File: config.mk
export PLATFORM = sky130hd
export DESIGN_NAME = cid_top
export DESIGN_NICKNAME = d
export VERILOG_FILES = /design/src/inc/cid_pkg.sv /design/src/hw/cid_chan.sv /design/src/hw/cid_top.sv
export SDC_FILE = /design/constraint.sdc
export NUM_CORES = 2
export LEC_CHECK = 0
export ABC_AREA = 1
export BUFFER_PORTS_ARGS = -buffer_cell sky130_fd_sc_hd__buf_4
export CAP_MARGIN = 15
export CORE_MARGIN = 2
export CORE_UTILIZATION = 44
export DETAILED_ROUTE_END_ITERATION = 6
export PLACE_DENSITY_LB_ADDON = 0.08
export SYNTH_ARGS = -nofsm -noshare
export SYNTH_HDL_FRONTEND = slang
export SYNTH_SLANG_ARGS = --single-unit
File: constraint.sdc
create_clock -name ref_clk_in -period 4.4 [get_ports ref_clk_in]
set_input_delay 0.88 -clock ref_clk_in [delete_from_list [all_inputs] [get_ports ref_clk_in]]
set_output_delay 0.88 -clock ref_clk_in [all_outputs]
set_load 0.02 [all_outputs]
File: src/inc/cid_pkg.sv
// constants, carrier types and byte helpers for the cascaded dma block
// assumes one 20 MHz clock and byte-wide io accesses held for one cycle
package cid_pkg;

   // ==========================================================
   // sizes and address segments
   localparam int NUM_CH = 8;
   localparam int CASCADE_CH = 4;
   localparam logic [3:0] BYTE_SEG = 4'h0;
   localparam logic [3:0] WORD_SEG = 4'hc;
   localparam logic [3:0] PAGE_SEG = 4'h8;

   // ==========================================================
   // register offsets inside a controller segment
   localparam logic [3:0] OFS_STATUS = 4'h8;
   localparam logic [3:0] OFS_MASK1 = 4'ha;
   localparam logic [3:0] OFS_MODE = 4'hb;
   localparam logic [3:0] OFS_PTR = 4'hc;
   localparam logic [3:0] OFS_MCLR = 4'hd;
   localparam logic [3:0] OFS_UNMASK = 4'he;
   localparam logic [3:0] OFS_MASKALL = 4'hf;

   // ==========================================================
   // field positions
   localparam int CMD_HOLD = 1;
   localparam int CMD_DIS = 2;
   localparam int MODE_AUTO = 2;
   localparam int MODE_DEC = 3;

   // ==========================================================
   // values after reset, and the terminal count value
   localparam logic [7:0] CMD_RST = 8'h00;
   localparam logic [3:0] MASK_RST = 4'hf;
   localparam logic [5:0] MODE_RST = 6'h00;
   localparam logic [7:0] PAGE_RST = 8'h00;
   localparam logic [15:0] CHAN_RST = 16'h0000;
   localparam logic [15:0] CNT_LAST = 16'h0000;

   // page register slot used by each channel
   localparam logic [3:0] PAGE_IDX [NUM_CH] = '{
      4'h7, 4'h3, 4'h1, 4'h2, 4'hf, 4'hb, 4'h9, 4'ha};

   // ==========================================================
   // carriers
   typedef struct packed {
      logic rd;
      logic wr;
      logic [7:0] addr;
      logic [7:0] data;
   } cid_io_t;

   typedef struct packed {
      logic strobe;
      logic tc;
      logic wide;
      logic [1:0] kind;
   } cid_xfer_t;

   typedef enum logic [1:0] {ST_IDLE, ST_ADDR, ST_XFER} cid_state_t;

   // ==========================================================
   // byte lane helpers
   function automatic logic [15:0] put_byte(input logic [15:0] old,
                                            input logic hi,
                                            input logic [7:0] b);
      put_byte = hi ? {b, old[7:0]} : {old[15:8], b};
   endfunction : put_byte

   function automatic logic [7:0] get_byte(input logic [15:0] v,
                                           input logic hi);
      get_byte = hi ? v[15:8] : v[7:0];
   endfunction : get_byte

endpackage : cid_pkg

File: src/hw/cid_chan.sv
// one dma channel: base and current address, base and current count
// assumes writes and steps never arrive in the same cycle
`timescale 1ns/1ps
module cid_chan (
   input wire logic ref_clk_in,
   input wire logic rstn_in,
   input wire logic wr_addr_in,
   input wire logic wr_cnt_in,
   input wire logic hi_in,
   input wire logic [7:0] wdata_in,
   input wire logic step_in,
   input wire logic dec_in,
   input wire logic hold_in,
   input wire logic auto_in,
   output logic [15:0] addr_out,
   output logic [15:0] cnt_out,
   output logic tc_out
);

   logic [15:0] base_addr_q;
   logic [15:0] cur_addr_q;
   logic [15:0] base_cnt_q;
   logic [15:0] cur_cnt_q;

   // ==========================================================
   // address pair
   always_ff @(posedge ref_clk_in)
   begin
      if (!rstn_in)
      begin
         base_addr_q <= cid_pkg::CHAN_RST;
         cur_addr_q <= cid_pkg::CHAN_RST;
      end
      else if (wr_addr_in)
      begin
         base_addr_q <= cid_pkg::put_byte(base_addr_q, hi_in, wdata_in);
         cur_addr_q <= cid_pkg::put_byte(cur_addr_q, hi_in, wdata_in);
      end
      else if (step_in)
      begin
         if (tc_out && auto_in)
            cur_addr_q <= base_addr_q;
         else if (!hold_in)
            cur_addr_q <= dec_in ? cur_addr_q - 16'h0001
                                 : cur_addr_q + 16'h0001;
      end
   end

   // ==========================================================
   // count pair
   always_ff @(posedge ref_clk_in)
   begin
      if (!rstn_in)
      begin
         base_cnt_q <= cid_pkg::CHAN_RST;
         cur_cnt_q <= cid_pkg::CHAN_RST;
      end
      else if (wr_cnt_in)
      begin
         base_cnt_q <= cid_pkg::put_byte(base_cnt_q, hi_in, wdata_in);
         cur_cnt_q <= cid_pkg::put_byte(cur_cnt_q, hi_in, wdata_in);
      end
      else if (step_in)
      begin
         if (tc_out && auto_in)
            cur_cnt_q <= base_cnt_q;
         else
            cur_cnt_q <= cur_cnt_q - 16'h0001;
      end
   end

   // this transfer rolls the count over
   assign tc_out = (cur_cnt_q == cid_pkg::CNT_LAST);
   assign addr_out = cur_addr_q;
   assign cnt_out = cur_cnt_q;

endmodule : cid_chan

File: src/hw/cid_top.sv
// two cascaded four-channel dma controllers with page registers
// assumes io strobes last one cycle and peripherals hold dreq until dack
//
// Overview of operation
// - byte and word controllers; word channel 0 cascades
// - requests 0-3 byte side, 5-7 word side
// - decode 000-00F, 0C0-0CF, pages 080-08F
// - every register access is one byte wide
// - access to a controller blocks its transfers
// - byte pointer toggles on address/count access
// - pointer cleared by reset, master clear; settable
// - transfer starts only on unmasked valid request
// - byte transfers drive address lines 0-15
// - word transfers drive lines 1-16, line 0 low
// - page bits drive address lines 16-23, 17-23 on word transfers
// - current address steps up or down per transfer
// - hold bit freezes channel 0 address
// - count decrements; terminal count on 0000 to FFFF
// - terminal count masks channel or autoinitializes
// - base address write-only, written with current
// - address reads current byte, writes base and current
// - count reads current byte, writes base and current
// - status read or clears drop terminal count flags
`timescale 1ns/1ps
module cid_top (
   input wire logic ref_clk_in,
   input wire logic rstn_in,
   input wire logic cpu_reset_output_in,
   input wire cid_pkg::cid_io_t io_req_in,
   output logic [7:0] io_rdata_out,
   input wire logic [7:0] dreq_in,
   output logic [7:0] dack_out,
   output logic [23:0] sys_addr_out,
   output cid_pkg::cid_xfer_t xfer_out
);

   // ==========================================================
   // io decode
   logic any_acc;
   logic hit_b;
   logic hit_w;
   logic hit_p;
   logic sel;
   logic chan_reg;
   logic is_cnt;
   logic [3:0] ofs;
   logic [2:0] gch;
   logic [1:0] hit_ctl;
   logic [1:0] mclr;
   logic [1:0] stat_rd;

   always_comb
   begin
      any_acc = io_req_in.rd | io_req_in.wr;
      ofs = io_req_in.addr[3:0];
      hit_b = any_acc & (io_req_in.addr[7:4] == cid_pkg::BYTE_SEG);
      hit_w = any_acc & (io_req_in.addr[7:4] == cid_pkg::WORD_SEG);
      hit_p = any_acc & (io_req_in.addr[7:4] == cid_pkg::PAGE_SEG);
      hit_ctl = {hit_w, hit_b};
      sel = hit_w;
      chan_reg = (hit_b | hit_w) & ~ofs[3];
      is_cnt = ofs[0];
      gch = {sel, ofs[2:1]};
   end

   // ==========================================================
   // per controller state
   logic ptr_q [2];
   logic [7:0] cmd_q [2];
   logic [3:0] mask_q [2];
   logic [3:0] mask_d [2];
   logic [3:0] tc_q [2];
   logic [5:0] mode_q [cid_pkg::NUM_CH];
   logic [7:0] page_q [16];
   logic [7:0] tc_evt;
   logic [7:0] tc_mask;
   logic [7:0] mask_all;

   assign mask_all = {mask_q[1], mask_q[0]};

   for (genvar c = 0; c < 2; c++)
   begin : g_ctl
      always_comb
      begin
         mclr[c] = cpu_reset_output_in |
                   (io_req_in.wr & hit_ctl[c] & (ofs == cid_pkg::OFS_MCLR));
         stat_rd[c] = io_req_in.rd & hit_ctl[c] &
                      (ofs == cid_pkg::OFS_STATUS);
      end

      // byte pointer shared by all channel registers of the controller
      always_ff @(posedge ref_clk_in)
      begin
         if (!rstn_in || mclr[c])
            ptr_q[c] <= 1'b0;
         else if (hit_ctl[c] && chan_reg)
            ptr_q[c] <= ~ptr_q[c];
         else if (io_req_in.wr && hit_ctl[c] &&
                  ofs == cid_pkg::OFS_PTR)
            ptr_q[c] <= io_req_in.data[0];
      end

      always_ff @(posedge ref_clk_in)
      begin
         if (!rstn_in || mclr[c])
            cmd_q[c] <= cid_pkg::CMD_RST;
         else if (io_req_in.wr && hit_ctl[c] &&
                  ofs == cid_pkg::OFS_STATUS)
            cmd_q[c] <= io_req_in.data;
      end

      always_comb
      begin
         mask_d[c] = mask_q[c];
         if (io_req_in.wr && hit_ctl[c])
         begin
            case (ofs)
               cid_pkg::OFS_MASK1:
                  mask_d[c][io_req_in.data[1:0]] = io_req_in.data[2];
               cid_pkg::OFS_UNMASK:
                  mask_d[c] = 4'h0;
               cid_pkg::OFS_MASKALL:
                  mask_d[c] = io_req_in.data[3:0];
               default:
                  mask_d[c] = mask_q[c];
            endcase
         end
         mask_d[c] = mask_d[c] | tc_mask[c*4 +: 4];
      end

      always_ff @(posedge ref_clk_in)
      begin
         if (!rstn_in || mclr[c])
            mask_q[c] <= cid_pkg::MASK_RST;
         else
            mask_q[c] <= mask_d[c];
      end

      // a terminal count in the read cycle survives the clear
      always_ff @(posedge ref_clk_in)
      begin
         if (!rstn_in || mclr[c])
            tc_q[c] <= 4'h0;
         else
            tc_q[c] <= (stat_rd[c] ? 4'h0 : tc_q[c]) |
                       tc_evt[c*4 +: 4];
      end
   end

   // ==========================================================
   // mode and page registers
   always_ff @(posedge ref_clk_in)
   begin
      if (!rstn_in)
      begin
         for (int k = 0; k < cid_pkg::NUM_CH; k++)
            mode_q[k] <= cid_pkg::MODE_RST;
      end
      else if (io_req_in.wr && (hit_b || hit_w) &&
               ofs == cid_pkg::OFS_MODE)
         mode_q[{sel, io_req_in.data[1:0]}] <= io_req_in.data[7:2];
   end

   always_ff @(posedge ref_clk_in)
   begin
      if (!rstn_in)
      begin
         for (int k = 0; k < 16; k++)
            page_q[k] <= cid_pkg::PAGE_RST;
      end
      else if (io_req_in.wr && hit_p)
         page_q[ofs] <= io_req_in.data;
   end

   // ==========================================================
   // channels
   cid_pkg::cid_state_t st_q;
   logic [2:0] gnt_q;
   logic [7:0] elig;
   logic [7:0] step;
   logic [7:0] ch_wr;
   logic [7:0] hold;
   logic [7:0] ch_tc;
   logic [15:0] ch_addr [cid_pkg::NUM_CH];
   logic [15:0] ch_cnt [cid_pkg::NUM_CH];
   logic casc_open;

   // byte requests reach the bus only through the cascade channel
   assign casc_open = ~mask_q[1][0] & ~cmd_q[1][cid_pkg::CMD_DIS];

   for (genvar i = 0; i < cid_pkg::NUM_CH; i++)
   begin : g_ch
      assign ch_wr[i] = io_req_in.wr & chan_reg & (gch == 3'(i));
      assign hold[i] = ((i % 4) == 0) &
                       cmd_q[i/4][cid_pkg::CMD_HOLD];
      assign step[i] = (st_q == cid_pkg::ST_ADDR) & (gnt_q == 3'(i));
      assign tc_evt[i] = step[i] & ch_tc[i];
      assign tc_mask[i] = tc_evt[i] &
                          ~mode_q[i][cid_pkg::MODE_AUTO];
      // masked channels wait, so half-programmed ones stay idle
      assign elig[i] = (i != cid_pkg::CASCADE_CH) & dreq_in[i] &
                       ~mask_all[i] &
                       ~cmd_q[i/4][cid_pkg::CMD_DIS] &
                       ~hit_ctl[i/4] &
                       ((i >= 4) | casc_open);

      cid_chan u_chan (
         .ref_clk_in(ref_clk_in),
         .rstn_in(rstn_in),
         .wr_addr_in(ch_wr[i] & ~is_cnt),
         .wr_cnt_in(ch_wr[i] & is_cnt),
         .hi_in(ptr_q[i/4]),
         .wdata_in(io_req_in.data),
         .step_in(step[i]),
         .dec_in(mode_q[i][cid_pkg::MODE_DEC]),
         .hold_in(hold[i]),
         .auto_in(mode_q[i][cid_pkg::MODE_AUTO]),
         .addr_out(ch_addr[i]),
         .cnt_out(ch_cnt[i]),
         .tc_out(ch_tc[i])
      );
   end

   // ==========================================================
   // read data
   logic [7:0] rdata_d;
   logic [7:0] rdata_q;
   logic [3:0] req_w;

   assign req_w = {dreq_in[7:5], |dreq_in[3:0]};

   always_comb
   begin
      rdata_d = 8'h00;
      if (hit_p)
         rdata_d = page_q[ofs];
      else if (chan_reg)
         rdata_d = cid_pkg::get_byte(is_cnt ? ch_cnt[gch] : ch_addr[gch],
                                     ptr_q[sel]);
      else if ((hit_b || hit_w) && ofs == cid_pkg::OFS_STATUS)
         rdata_d = sel ? {req_w, tc_q[1]} : {dreq_in[3:0], tc_q[0]};
   end

   always_ff @(posedge ref_clk_in)
   begin
      if (!rstn_in)
         rdata_q <= 8'h00;
      else if (io_req_in.rd)
         rdata_q <= rdata_d;
   end

   // ==========================================================
   // transfer engine
   logic [2:0] nxt;
   logic [7:0] pg;
   logic [23:0] addr_d;
   logic [7:0] dack_q;
   logic [23:0] addr_q;
   cid_pkg::cid_xfer_t xfer_q;

   // lowest channel wins; byte channels sit behind the cascade
   function automatic logic [2:0] pick(input logic [7:0] v);
      pick = 3'h0;
      for (int k = 7; k >= 0; k--)
         if (v[k])
            pick = 3'(k);
   endfunction : pick

   always_comb
   begin
      nxt = pick(elig);
      pg = page_q[cid_pkg::PAGE_IDX[nxt]];
      if (nxt[2])
         addr_d = {pg[7:1], ch_addr[nxt], 1'b0};
      else
         addr_d = {pg, ch_addr[nxt]};
   end

   always_ff @(posedge ref_clk_in)
   begin
      if (!rstn_in || cpu_reset_output_in)
      begin
         st_q <= cid_pkg::ST_IDLE;
         gnt_q <= 3'h0;
         dack_q <= 8'h00;
         addr_q <= 24'h000000;
         xfer_q <= '0;
      end
      else
      begin
         case (st_q)
            cid_pkg::ST_IDLE:
            begin
               xfer_q <= '0;
               if (|elig)
               begin
                  st_q <= cid_pkg::ST_ADDR;
                  gnt_q <= nxt;
                  dack_q <= 8'h01 << nxt;
                  addr_q <= addr_d;
               end
            end
            cid_pkg::ST_ADDR:
            begin
               xfer_q.strobe <= 1'b1;
               xfer_q.tc <= ch_tc[gnt_q];
               xfer_q.wide <= gnt_q[2];
               xfer_q.kind <= mode_q[gnt_q][1:0];
               st_q <= cid_pkg::ST_XFER;
            end
            cid_pkg::ST_XFER:
            begin
               xfer_q <= '0;
               dack_q <= 8'h00;
               st_q <= cid_pkg::ST_IDLE;
            end
            default:
               st_q <= cid_pkg::ST_IDLE;
         endcase
      end
   end

   assign io_rdata_out = rdata_q;
   assign dack_out = dack_q;
   assign sys_addr_out = addr_q;
   assign xfer_out = xfer_q;

   // ==========================================================
   // checks
   a_cascade_idle: assert property (@(posedge ref_clk_in)
      disable iff (!rstn_in) !dack_q[cid_pkg::CASCADE_CH])
      else $error("cascade channel acknowledged");

   a_ptr_toggle: assert property (@(posedge ref_clk_in)
      disable iff (!rstn_in)
      (hit_b && chan_reg && !mclr[0]) |=> (ptr_q[0] != $past(ptr_q[0])))
      else $error("byte pointer did not toggle");

   a_ptr_clear: assert property (@(posedge ref_clk_in)
      disable iff (!rstn_in)
      cpu_reset_output_in |=> (!ptr_q[0] && !ptr_q[1]))
      else $error("byte pointer not cleared");

   a_grant_req: assert property (@(posedge ref_clk_in)
      disable iff (!rstn_in)
      $rose(dack_q[1]) |-> $past(dreq_in[1] && !mask_all[1]))
      else $error("grant without unmasked request");

   a_prog_block: assert property (@(posedge ref_clk_in)
      disable iff (!rstn_in)
      (hit_b && st_q == cid_pkg::ST_IDLE) |=> (dack_q[3:0] == 4'h0))
      else $error("transfer began during programming");

   a_word_a0: assert property (@(posedge ref_clk_in)
      disable iff (!rstn_in)
      (|dack_q[7:5]) |-> !sys_addr_out[0])
      else $error("address line 0 high on word transfer");

   a_page_bits: assert property (@(posedge ref_clk_in)
      disable iff (!rstn_in)
      $rose(|dack_q) |->
      (sys_addr_out[23:17] == $past(pg[7:1])))
      else $error("page bits wrong on address lines");

   a_count_dec: assert property (@(posedge ref_clk_in)
      disable iff (!rstn_in)
      (step[0] && !ch_tc[0]) |=> (ch_cnt[0] == $past(ch_cnt[0]) - 16'h0001))
      else $error("count did not decrement");

   a_tc_mask: assert property (@(posedge ref_clk_in)
      disable iff (!rstn_in)
      (tc_evt[1] && !mode_q[1][cid_pkg::MODE_AUTO] && !mclr[0])
      |=> ##[0:2] (mask_q[0][1] && tc_q[0][1]))
      else $error("terminal count did not mask channel");

   a_tc_clear: assert property (@(posedge ref_clk_in)
      disable iff (!rstn_in)
      (stat_rd[0] && tc_evt[3:0] == 4'h0) |=> (tc_q[0] == 4'h0))
      else $error("status read left terminal count set");

endmodule : cid_top

# Word level (Yosys, flattened, before mapping)
# Memories as Yosys holds them, arrays and structs flattened. A register that Yosys moved wholly into a read port is not among the register bits.
# Index checks and enable logic that the tools add are counted.
[totals]
output_inout_bits = 45
ramBits = 210
memories = 7
romBits = 32
regBits = 562
in_bits = 29
[mem_list]
columns = ["memory", "depth", "word_bits", "read_ports", "rd_ports_with_merged_regs", "wr", "line", "rtl"]
rows = [
  ["page_q", 16, 8, 2, 0, 16, "cid_top.sv:74", "logic [7:0] page_q [16];"],
  ["mode_q", 8, 6, 9, 1, 8, "cid_top.sv:73", "logic [5:0] mode_q [cid_pkg::NUM_CH];"],
  ["(name not given)", 8, 4, 1, 0, 0, "cid_top.sv:272", "pg = page_q[cid_pkg::PAGE_IDX[nxt]];"],
  ["cmd_q", 2, 8, 2, 0, 2, "cid_top.sv:69", "logic [7:0] cmd_q [2];"],
  ["mask_q", 2, 4, 2, 0, 2, "cid_top.sv:70", "logic [3:0] mask_q [2];"],
  ["tc_q", 2, 4, 2, 0, 2, "cid_top.sv:72", "logic [3:0] tc_q [2];"],
  ["1 more memories", "-", "-", "-", "-", "-", "-", ""],
]
[classes]
n_reduce_logical = 127
eq_ne = 60
order_cmp = 5
addsub = 24
n_shift = 1
muxes = 153
bitwise_logic = 131
[op_table]
columns = ["op", "n"]
rows = [
  ["$mux 16", 67],
  ["$sub 16x1->16 const B", 16],
  ["$bmux 16 s3", 3],
  ["$add 16x1->16 const B", 8],
  ["$logic_not 16->1", 8],
  ["$reduce_and 2->1", 62],
  ["$and 1x1->1", 87],
  ["$mux 8", 9],
  ["$ne 2x2->1 const B", 33],
  ["$mux 4", 11],
  ["$mux 1", 41],
  ["$eq 4x4->1 const B", 9],
  ["$reduce_bool 2->1", 18],
  ["$mux 3", 10],
  ["$eq 3x3->1 const B", 8],
  ["$not 1->1", 24],
  ["$pmux 4 s3", 2],
  ["$logic_and 1x1->1", 21],
  ["$mux 17", 1],
  ["$or 4x4->4", 4],
  ["$pmux 8 s2", 1],
  ["$or 1x1->1", 14],
  ["$eq 3x2->1 const B", 4],
  ["$reduce_and 3->1", 4],
  ["27 further kinds", 36],
]

# Depth between registers and ports, before layout
# An unclocked memory read counts as a cell.
[logic_depth]
word_depth = 18
ltp_mapped = 17
ltp_nobuf = 17

# Hierarchy
# A second synthesis with hierarchy kept.
[unflattened]
hier_cells = 7333
hier_area_um2 = 47372.9
[modules_own_cells]
columns = ["mod", "seq_area_each_um2", "cells_per_inst", "area_per_inst_um2", "instances"]
rows = [
  ["cid_chan at g_ch[0].u_chan ...", 1281.2, 682, 4122.7, 4],
  ["cid_top", 6366.1, 1871, 14132.3, 1],
  ["cid_chan at g_ch[4].u_chan ...", 1281.2, 678, 4175.3, 3],
  ["cid_chan at g_ch[7].u_chan", 1281.2, 700, 4224.1, 1],
]

# Worst setup path before layout
# Ideal clock, no wire load.
[synth_path]
path_type = "input -> register"
startpoint = "input io_req_in[13] (netlist bit)"
endpoint = "register g_ch[0].u_chan.cur_addr_q[12]"
t_arrival_ns = 2.556
n_path_buf = 1
path_slack_ns = 1.727
path_stages = 13
required_time_ns = 4.283
path_cell_list = "nor2_1 > nand3_4 > nand2_2 > nand2_4 > nor2_8 > nand2_4 > nor3_4 > nand2_2 > nand2_4 > buf_4 > nand2_1 > nor2_1 > nor2_1"
[synth_between]
elab_chain_len = 9
elab_cells_between_ends = 15
classes_between = "eq/ne: 3; mux: 1; bitwise: 7; reduce/logical: 4"
[synth_rtl]
columns = ["item", "line", "rtl"]
rows = [
  ["from (decl)", "cid_top.sv:29", "input wire cid_pkg::cid_io_t io_req_in,"],
  ["$eq 4x4->1 / $logic_not 4->1 (equally long branches)", "cid_top.sv:57, cid_top.sv:56", ""],
  ["$and 1x1->1, on equally long branches", "cid_top.sv:57, cid_top.sv:56", ""],
  ["$or 1x1->1", "cid_top.sv:61", "chan_reg = (hit_b | hit_w) & ~ofs[3];"],
  ["$and 1x1->1", "cid_top.sv:61", ""],
  ["$and 1x1->1", "cid_top.sv:193", "assign ch_wr[i] = io_req_in.wr & chan_reg & (gch == 3'(i));"],
  ["$and 1x1->1 *", "cid_top.sv:193", ""],
  ["$and 1x1->1 *", "cid_top.sv:210", ".wr_addr_in(ch_wr[i] & ~is_cnt),"],
  ["$ne 3x2->1 (no source line) (tied with other cells)", "-", ""],
  ["$reduce_and 3->1 (no source line)", "-", ""],
  ["to (signal assigned)", "cid_chan.sv:37", "cur_addr_q <= cid_pkg::put_byte(cur_addr_q, hi_in, wdata_in);"],
  ["to (signal assigned)", "cid_chan.sv:42", "cur_addr_q <= base_addr_q;"],
  ["to (signal assigned)", "cid_chan.sv:44", "cur_addr_q <= dec_in ? cur_addr_q - 16'h0001"],
  ["to (decl)", "cid_chan.sv:21", "logic [15:0] cur_addr_q;"],
]
# Every way passes the cells marked *; elsewhere a longest branch is shown, timed or not.
# A chain may end at the register's enable or synchronous reset.

# Worst setup path after layout
[layout_path]
startpoint = "register st_q[0]"
endpoint = "register xfer_q (netlist bit xfer_out[3])"
[layout_between]
elab_chain_len = 3
elab_cells_between_ends = 6
classes_between = "eq/ne: 2; mux: 1; reduce/logical: 3"
[layout_rtl]
columns = ["item", "line", "rtl"]
rows = [
  ["from (decl)", "cid_top.sv:177", "cid_pkg::cid_state_t st_q;"],
  ["from (signal assigned)", "cid_top.sv:283", "st_q <= cid_pkg::ST_IDLE;"],
  ["from (signal assigned)", "cid_top.sv:297", "st_q <= cid_pkg::ST_ADDR;"],
  ["from (signal assigned)", "cid_top.sv:309", "st_q <= cid_pkg::ST_XFER;"],
  ["$eq 2x2->1 / $logic_not 2->1 (equally long branches)", "cid_top.sv:291", "case (st_q)"],
  ["$reduce_or 2->1 (no source line)", "-", ""],
  ["$pmux 5 s2 / $reduce_bool 2->1 (equally long branches)", "-", ""],
  ["to (decl)", "cid_top.sv:259", "cid_pkg::cid_xfer_t xfer_q;"],
]
# Several ways; a longest one is shown, not always the timed one.

==> results.toml <==
[run_status]
status = "complete, no violations"

[critical_path]
cp-endpoint = "xfer_out[3]"
path_cells = "inv_1 > nor2_1 > inv_1 > nor2_1 > inv_1 > nor2_2 > and3_1 > nor3_1 > nand3_1 > nor2_1 > nor2_1"
slowest_delay_ns = 0.67
worstReg2RegStart = "st_q[0]"
required_ns = 5.01
crit_path_frequent_cell = "nor2_1"
critical_path_class = "reg2reg"
endpoint_kind = "register"
critPathLaunch = "st_q[0]"
cp.arrival_ns = 3.95
path_buf_inv = 3
reg2reg_setup_slack_ns = 1.05
r2r_end = "xfer_out[3]"
crit_fanout = 11
cp_num_cells = 11
r2r_cells = 11
cpMaxStageDelayCell = "and3_1"
cp-start-kind = "register"
path_delay_family = "simple AND/OR/NAND/NOR gates"

[route]
drt-initial-drc-count = 5714
wl_um = 190400
vias = 47540
via_per_inst = 5.781
drt.antenna.violating_nets = 0
drc = 0
drt-wirelength-per-cell_um = 23.15
first_pass_iters = 6

[sta]
hold_violations = 0
drv_slew = 0
tns_ns = 0
fin_crit_ns = 3.347
finalSetupViolCount = 0
rsz0062_at_grt = "no"
fmax_mhz = 298.8
whs_ns = 0.4406
relSlewSlack_pct = 16.91
finalClockSkew_ns = 0.02707
period_share_pct = 76.06
worst_slew_pin_slew_ns = 1.246

[floorplanning]
die_h_um = 324.6
coreArea_um2 = 101900
die_w_um = 324.6
start_util_pct = 44.37
io_pins = 74
die-area_um2 = 105300
core.rowCount = 117

[worst_hold_path]
hp-class = "reg2reg"

[layout]
final_cell_mix = "nand2_1 (1933), nor2_1 (952), a21oi_1 (665)"
drive_gt1_share_pct = 6.957
layout.nets = 6949
area_delta_synth_final_pct = 11.42
final_common_cell = "nand2_1"
n_antenna_cell = 0

[grt]
grt_pass1_vias = 42790
grt.overflow.total = 0
grt_use_total_pct = 34.86
top_usage_layer = "met2"
antenna_found_initial = 3
grtUsageMet3_pct = 6.888
grt_max_degree = 202
met2_usage_pct = 51.72
grt_pass1_wl_um = 279500
grt_util_met1_pct = 49.15

[placement]
place_congestion = 1.019
portBuffers = 72
hpwl_um = 136500

[yosys]
seq_area_frac_synth_pct = 36.75
synth_edf_count = 166
synth_nets = 6959
async_flop_share_pct = 0
avgSynthCellArea_um2 = 6.655
netlist_instances = 6794
yosysWarnings = 0
synth_flop_cell = "dfxtp_1"
ys_types = 56
netlist_area_um2 = 45210
ys_seq_elements = 747

[clock_tree]
clock_sinks = 747
cts_made_buffers = 89
postCtsSetupBuffers = 0
cts_hold_buf = 0
h-tree-depth = 3
cts.path.max_buffers = 3
cts_root_buf = "clkbuf_16"
clkTransAtPathRegs_ns = 0.06
clk_latency_ns = 0.70
cts_resized = 0
cts_tree = "yes"

[pwr]
power.leakage_uw = 0.02165
vdd.ir_drop.worst_mv = 0.2950
p_per_area_nw_per_um2 = 319.5

[run]
maxCapViolCount = 0
## tightest hold or removal path, stage by stage (launching register included)
cell and delay, ns:
dfxtp_1 0.31, nand2_1 0.06, nor2_1 0.03
## logic make-up after synthesis
group	Yosys count	share of synthesized area, %
AO/OA/AOI/OAI	1348	16.55
XOR/XNOR	134	2.596
adder cells (fa/ha/maj)	136	3.897
buffers and inverters	770	6.553
flip-flops	747	36.75
multiplexers	3	0.06642
AND/OR/NAND/NOR	3656	33.58
## where the power goes
group	internal [uW]	switching, uW	leakage (uW)
combinational	293	954	0.0139
clock	4460	3220	0.00148
sequential	7080	85.3	0.00626
## cell usage after synthesis (all sizes together) (2+ instances only)
| master | number | share of area [%] |
|---|---|---|
| buf | 67 | 0.72 |
| o21bai | 22 | 0.37 |
| inv | 466 | 3.9 |
| and2 | 3 | 0.042 |
| o21ai | 375 | 4.2 |
| a22oi | 76 | 1.3 |
| o22ai | 4 | 0.055 |
| nor3 | 80 | 1.1 |
| o31ai | 9 | 0.15 |
| nor4 | 10 | 0.15 |
| nor2 | 982 | 8.4 |
| fa | 8 | 0.35 |
| o2111ai | 5 | 0.097 |
| o221ai | 3 | 0.058 |
| clkinv | 10 | 0.083 |
| or2 | 19 | 0.26 |
| and3 | 8 | 0.11 |
| a21o | 18 | 0.30 |
| nand4 | 105 | 1.5 |
| o211ai | 90 | 1.5 |
| nand3 | 456 | 5.1 |
| ha | 128 | 3.5 |
| dfxtp | 581 | 26 |
| xnor2 | 57 | 1.1 |
| o21a | 19 | 0.32 |
| edfxtp | 166 | 11 |
| clkbuf | 227 | 1.9 |
| a31oi | 41 | 0.57 |
| nand3b | 19 | 0.32 |
| o311ai | 2 | 0.039 |
| a21boi | 11 | 0.18 |
| o211a | 2 | 0.044 |
| xor2 | 77 | 1.5 |
| nor3b | 6 | 0.10 |
| a21oi | 665 | 7.4 |
| mux2i | 3 | 0.066 |
| a221oi | 3 | 0.058 |
| nand2 | 1968 | 17 |
## worst min path at each step
stage	depth (start not counted)	startpoint	slack (ns)	endpoint
after floorplan	2	mask_q[0][2]	0.43	mask_q[0][2]
after global placement	2	dack_out[4]	0.43	dack_out[4]
after detailed placement	2	dack_out[4]	0.43	dack_out[4]
after CTS	2	dack_out[4]	0.44	dack_out[4]
after global routing	2	dack_out[4]	0.47	dack_out[4]
final	2	dack_out[4]	0.44	dack_out[4]
## state kept, by name, summed over array words and instances (netlist names), named ones only
name	count
xfer_out	5
g_ch.u_chan.cnt_out	128
g_ch.u_chan.addr_out	128
tc_q	8
mode_q	32
dack_out	8
mask_q	8
g_ch.u_chan.base_addr_q	128
cmd_q	4
sys_addr_out	24
gnt_q	3
io_rdata_out	8
g_ch.u_chan.base_cnt_q	128
st_q	2
ptr_q	2
page_q	128
## area by class of cell
| cell class | instances | area, um2 |
|---|---|---|
| fillers | 10700 | 51510 |
| multi-input cells | 5277 | 25690 |
| flip-flops and latches | 747 | 16620 |
| clock buffers | 135 | 2725 |
| inverters | 476 | 1794 |
| well taps | 1368 | 1712 |
| repair buffers | 193 | 1556 |
| clock inverters | 28 | 279.0 |
## metrics by stage
stage               utilization, %  total power (uW)  area (um2)  setup slack, ns  std cells
floorplan                        -              7990       45210            1.727       6794
global placement             46.47              8524       47350           0.5321       8060
detailed placement           46.47              8525       47350           0.5619       8060
CTS                          49.42             16130       50350            1.235       8223
global route                 49.44             16520       50380           0.9992       8224
finish                       49.44             16100       50380            1.053       8224
## layer usage
| layer | vias up | wire length, um |
|---|---|---|
| li1 | 22600 | - |
| met1 | 22470 | 83420 |
| met2 | 2077 | 80300 |
| met3 | 386 | 18060 |
| met4 | 0 | 8605 |
| met5 | - | 0 |
Note: power is estimated with default switching activity, not from simulation.
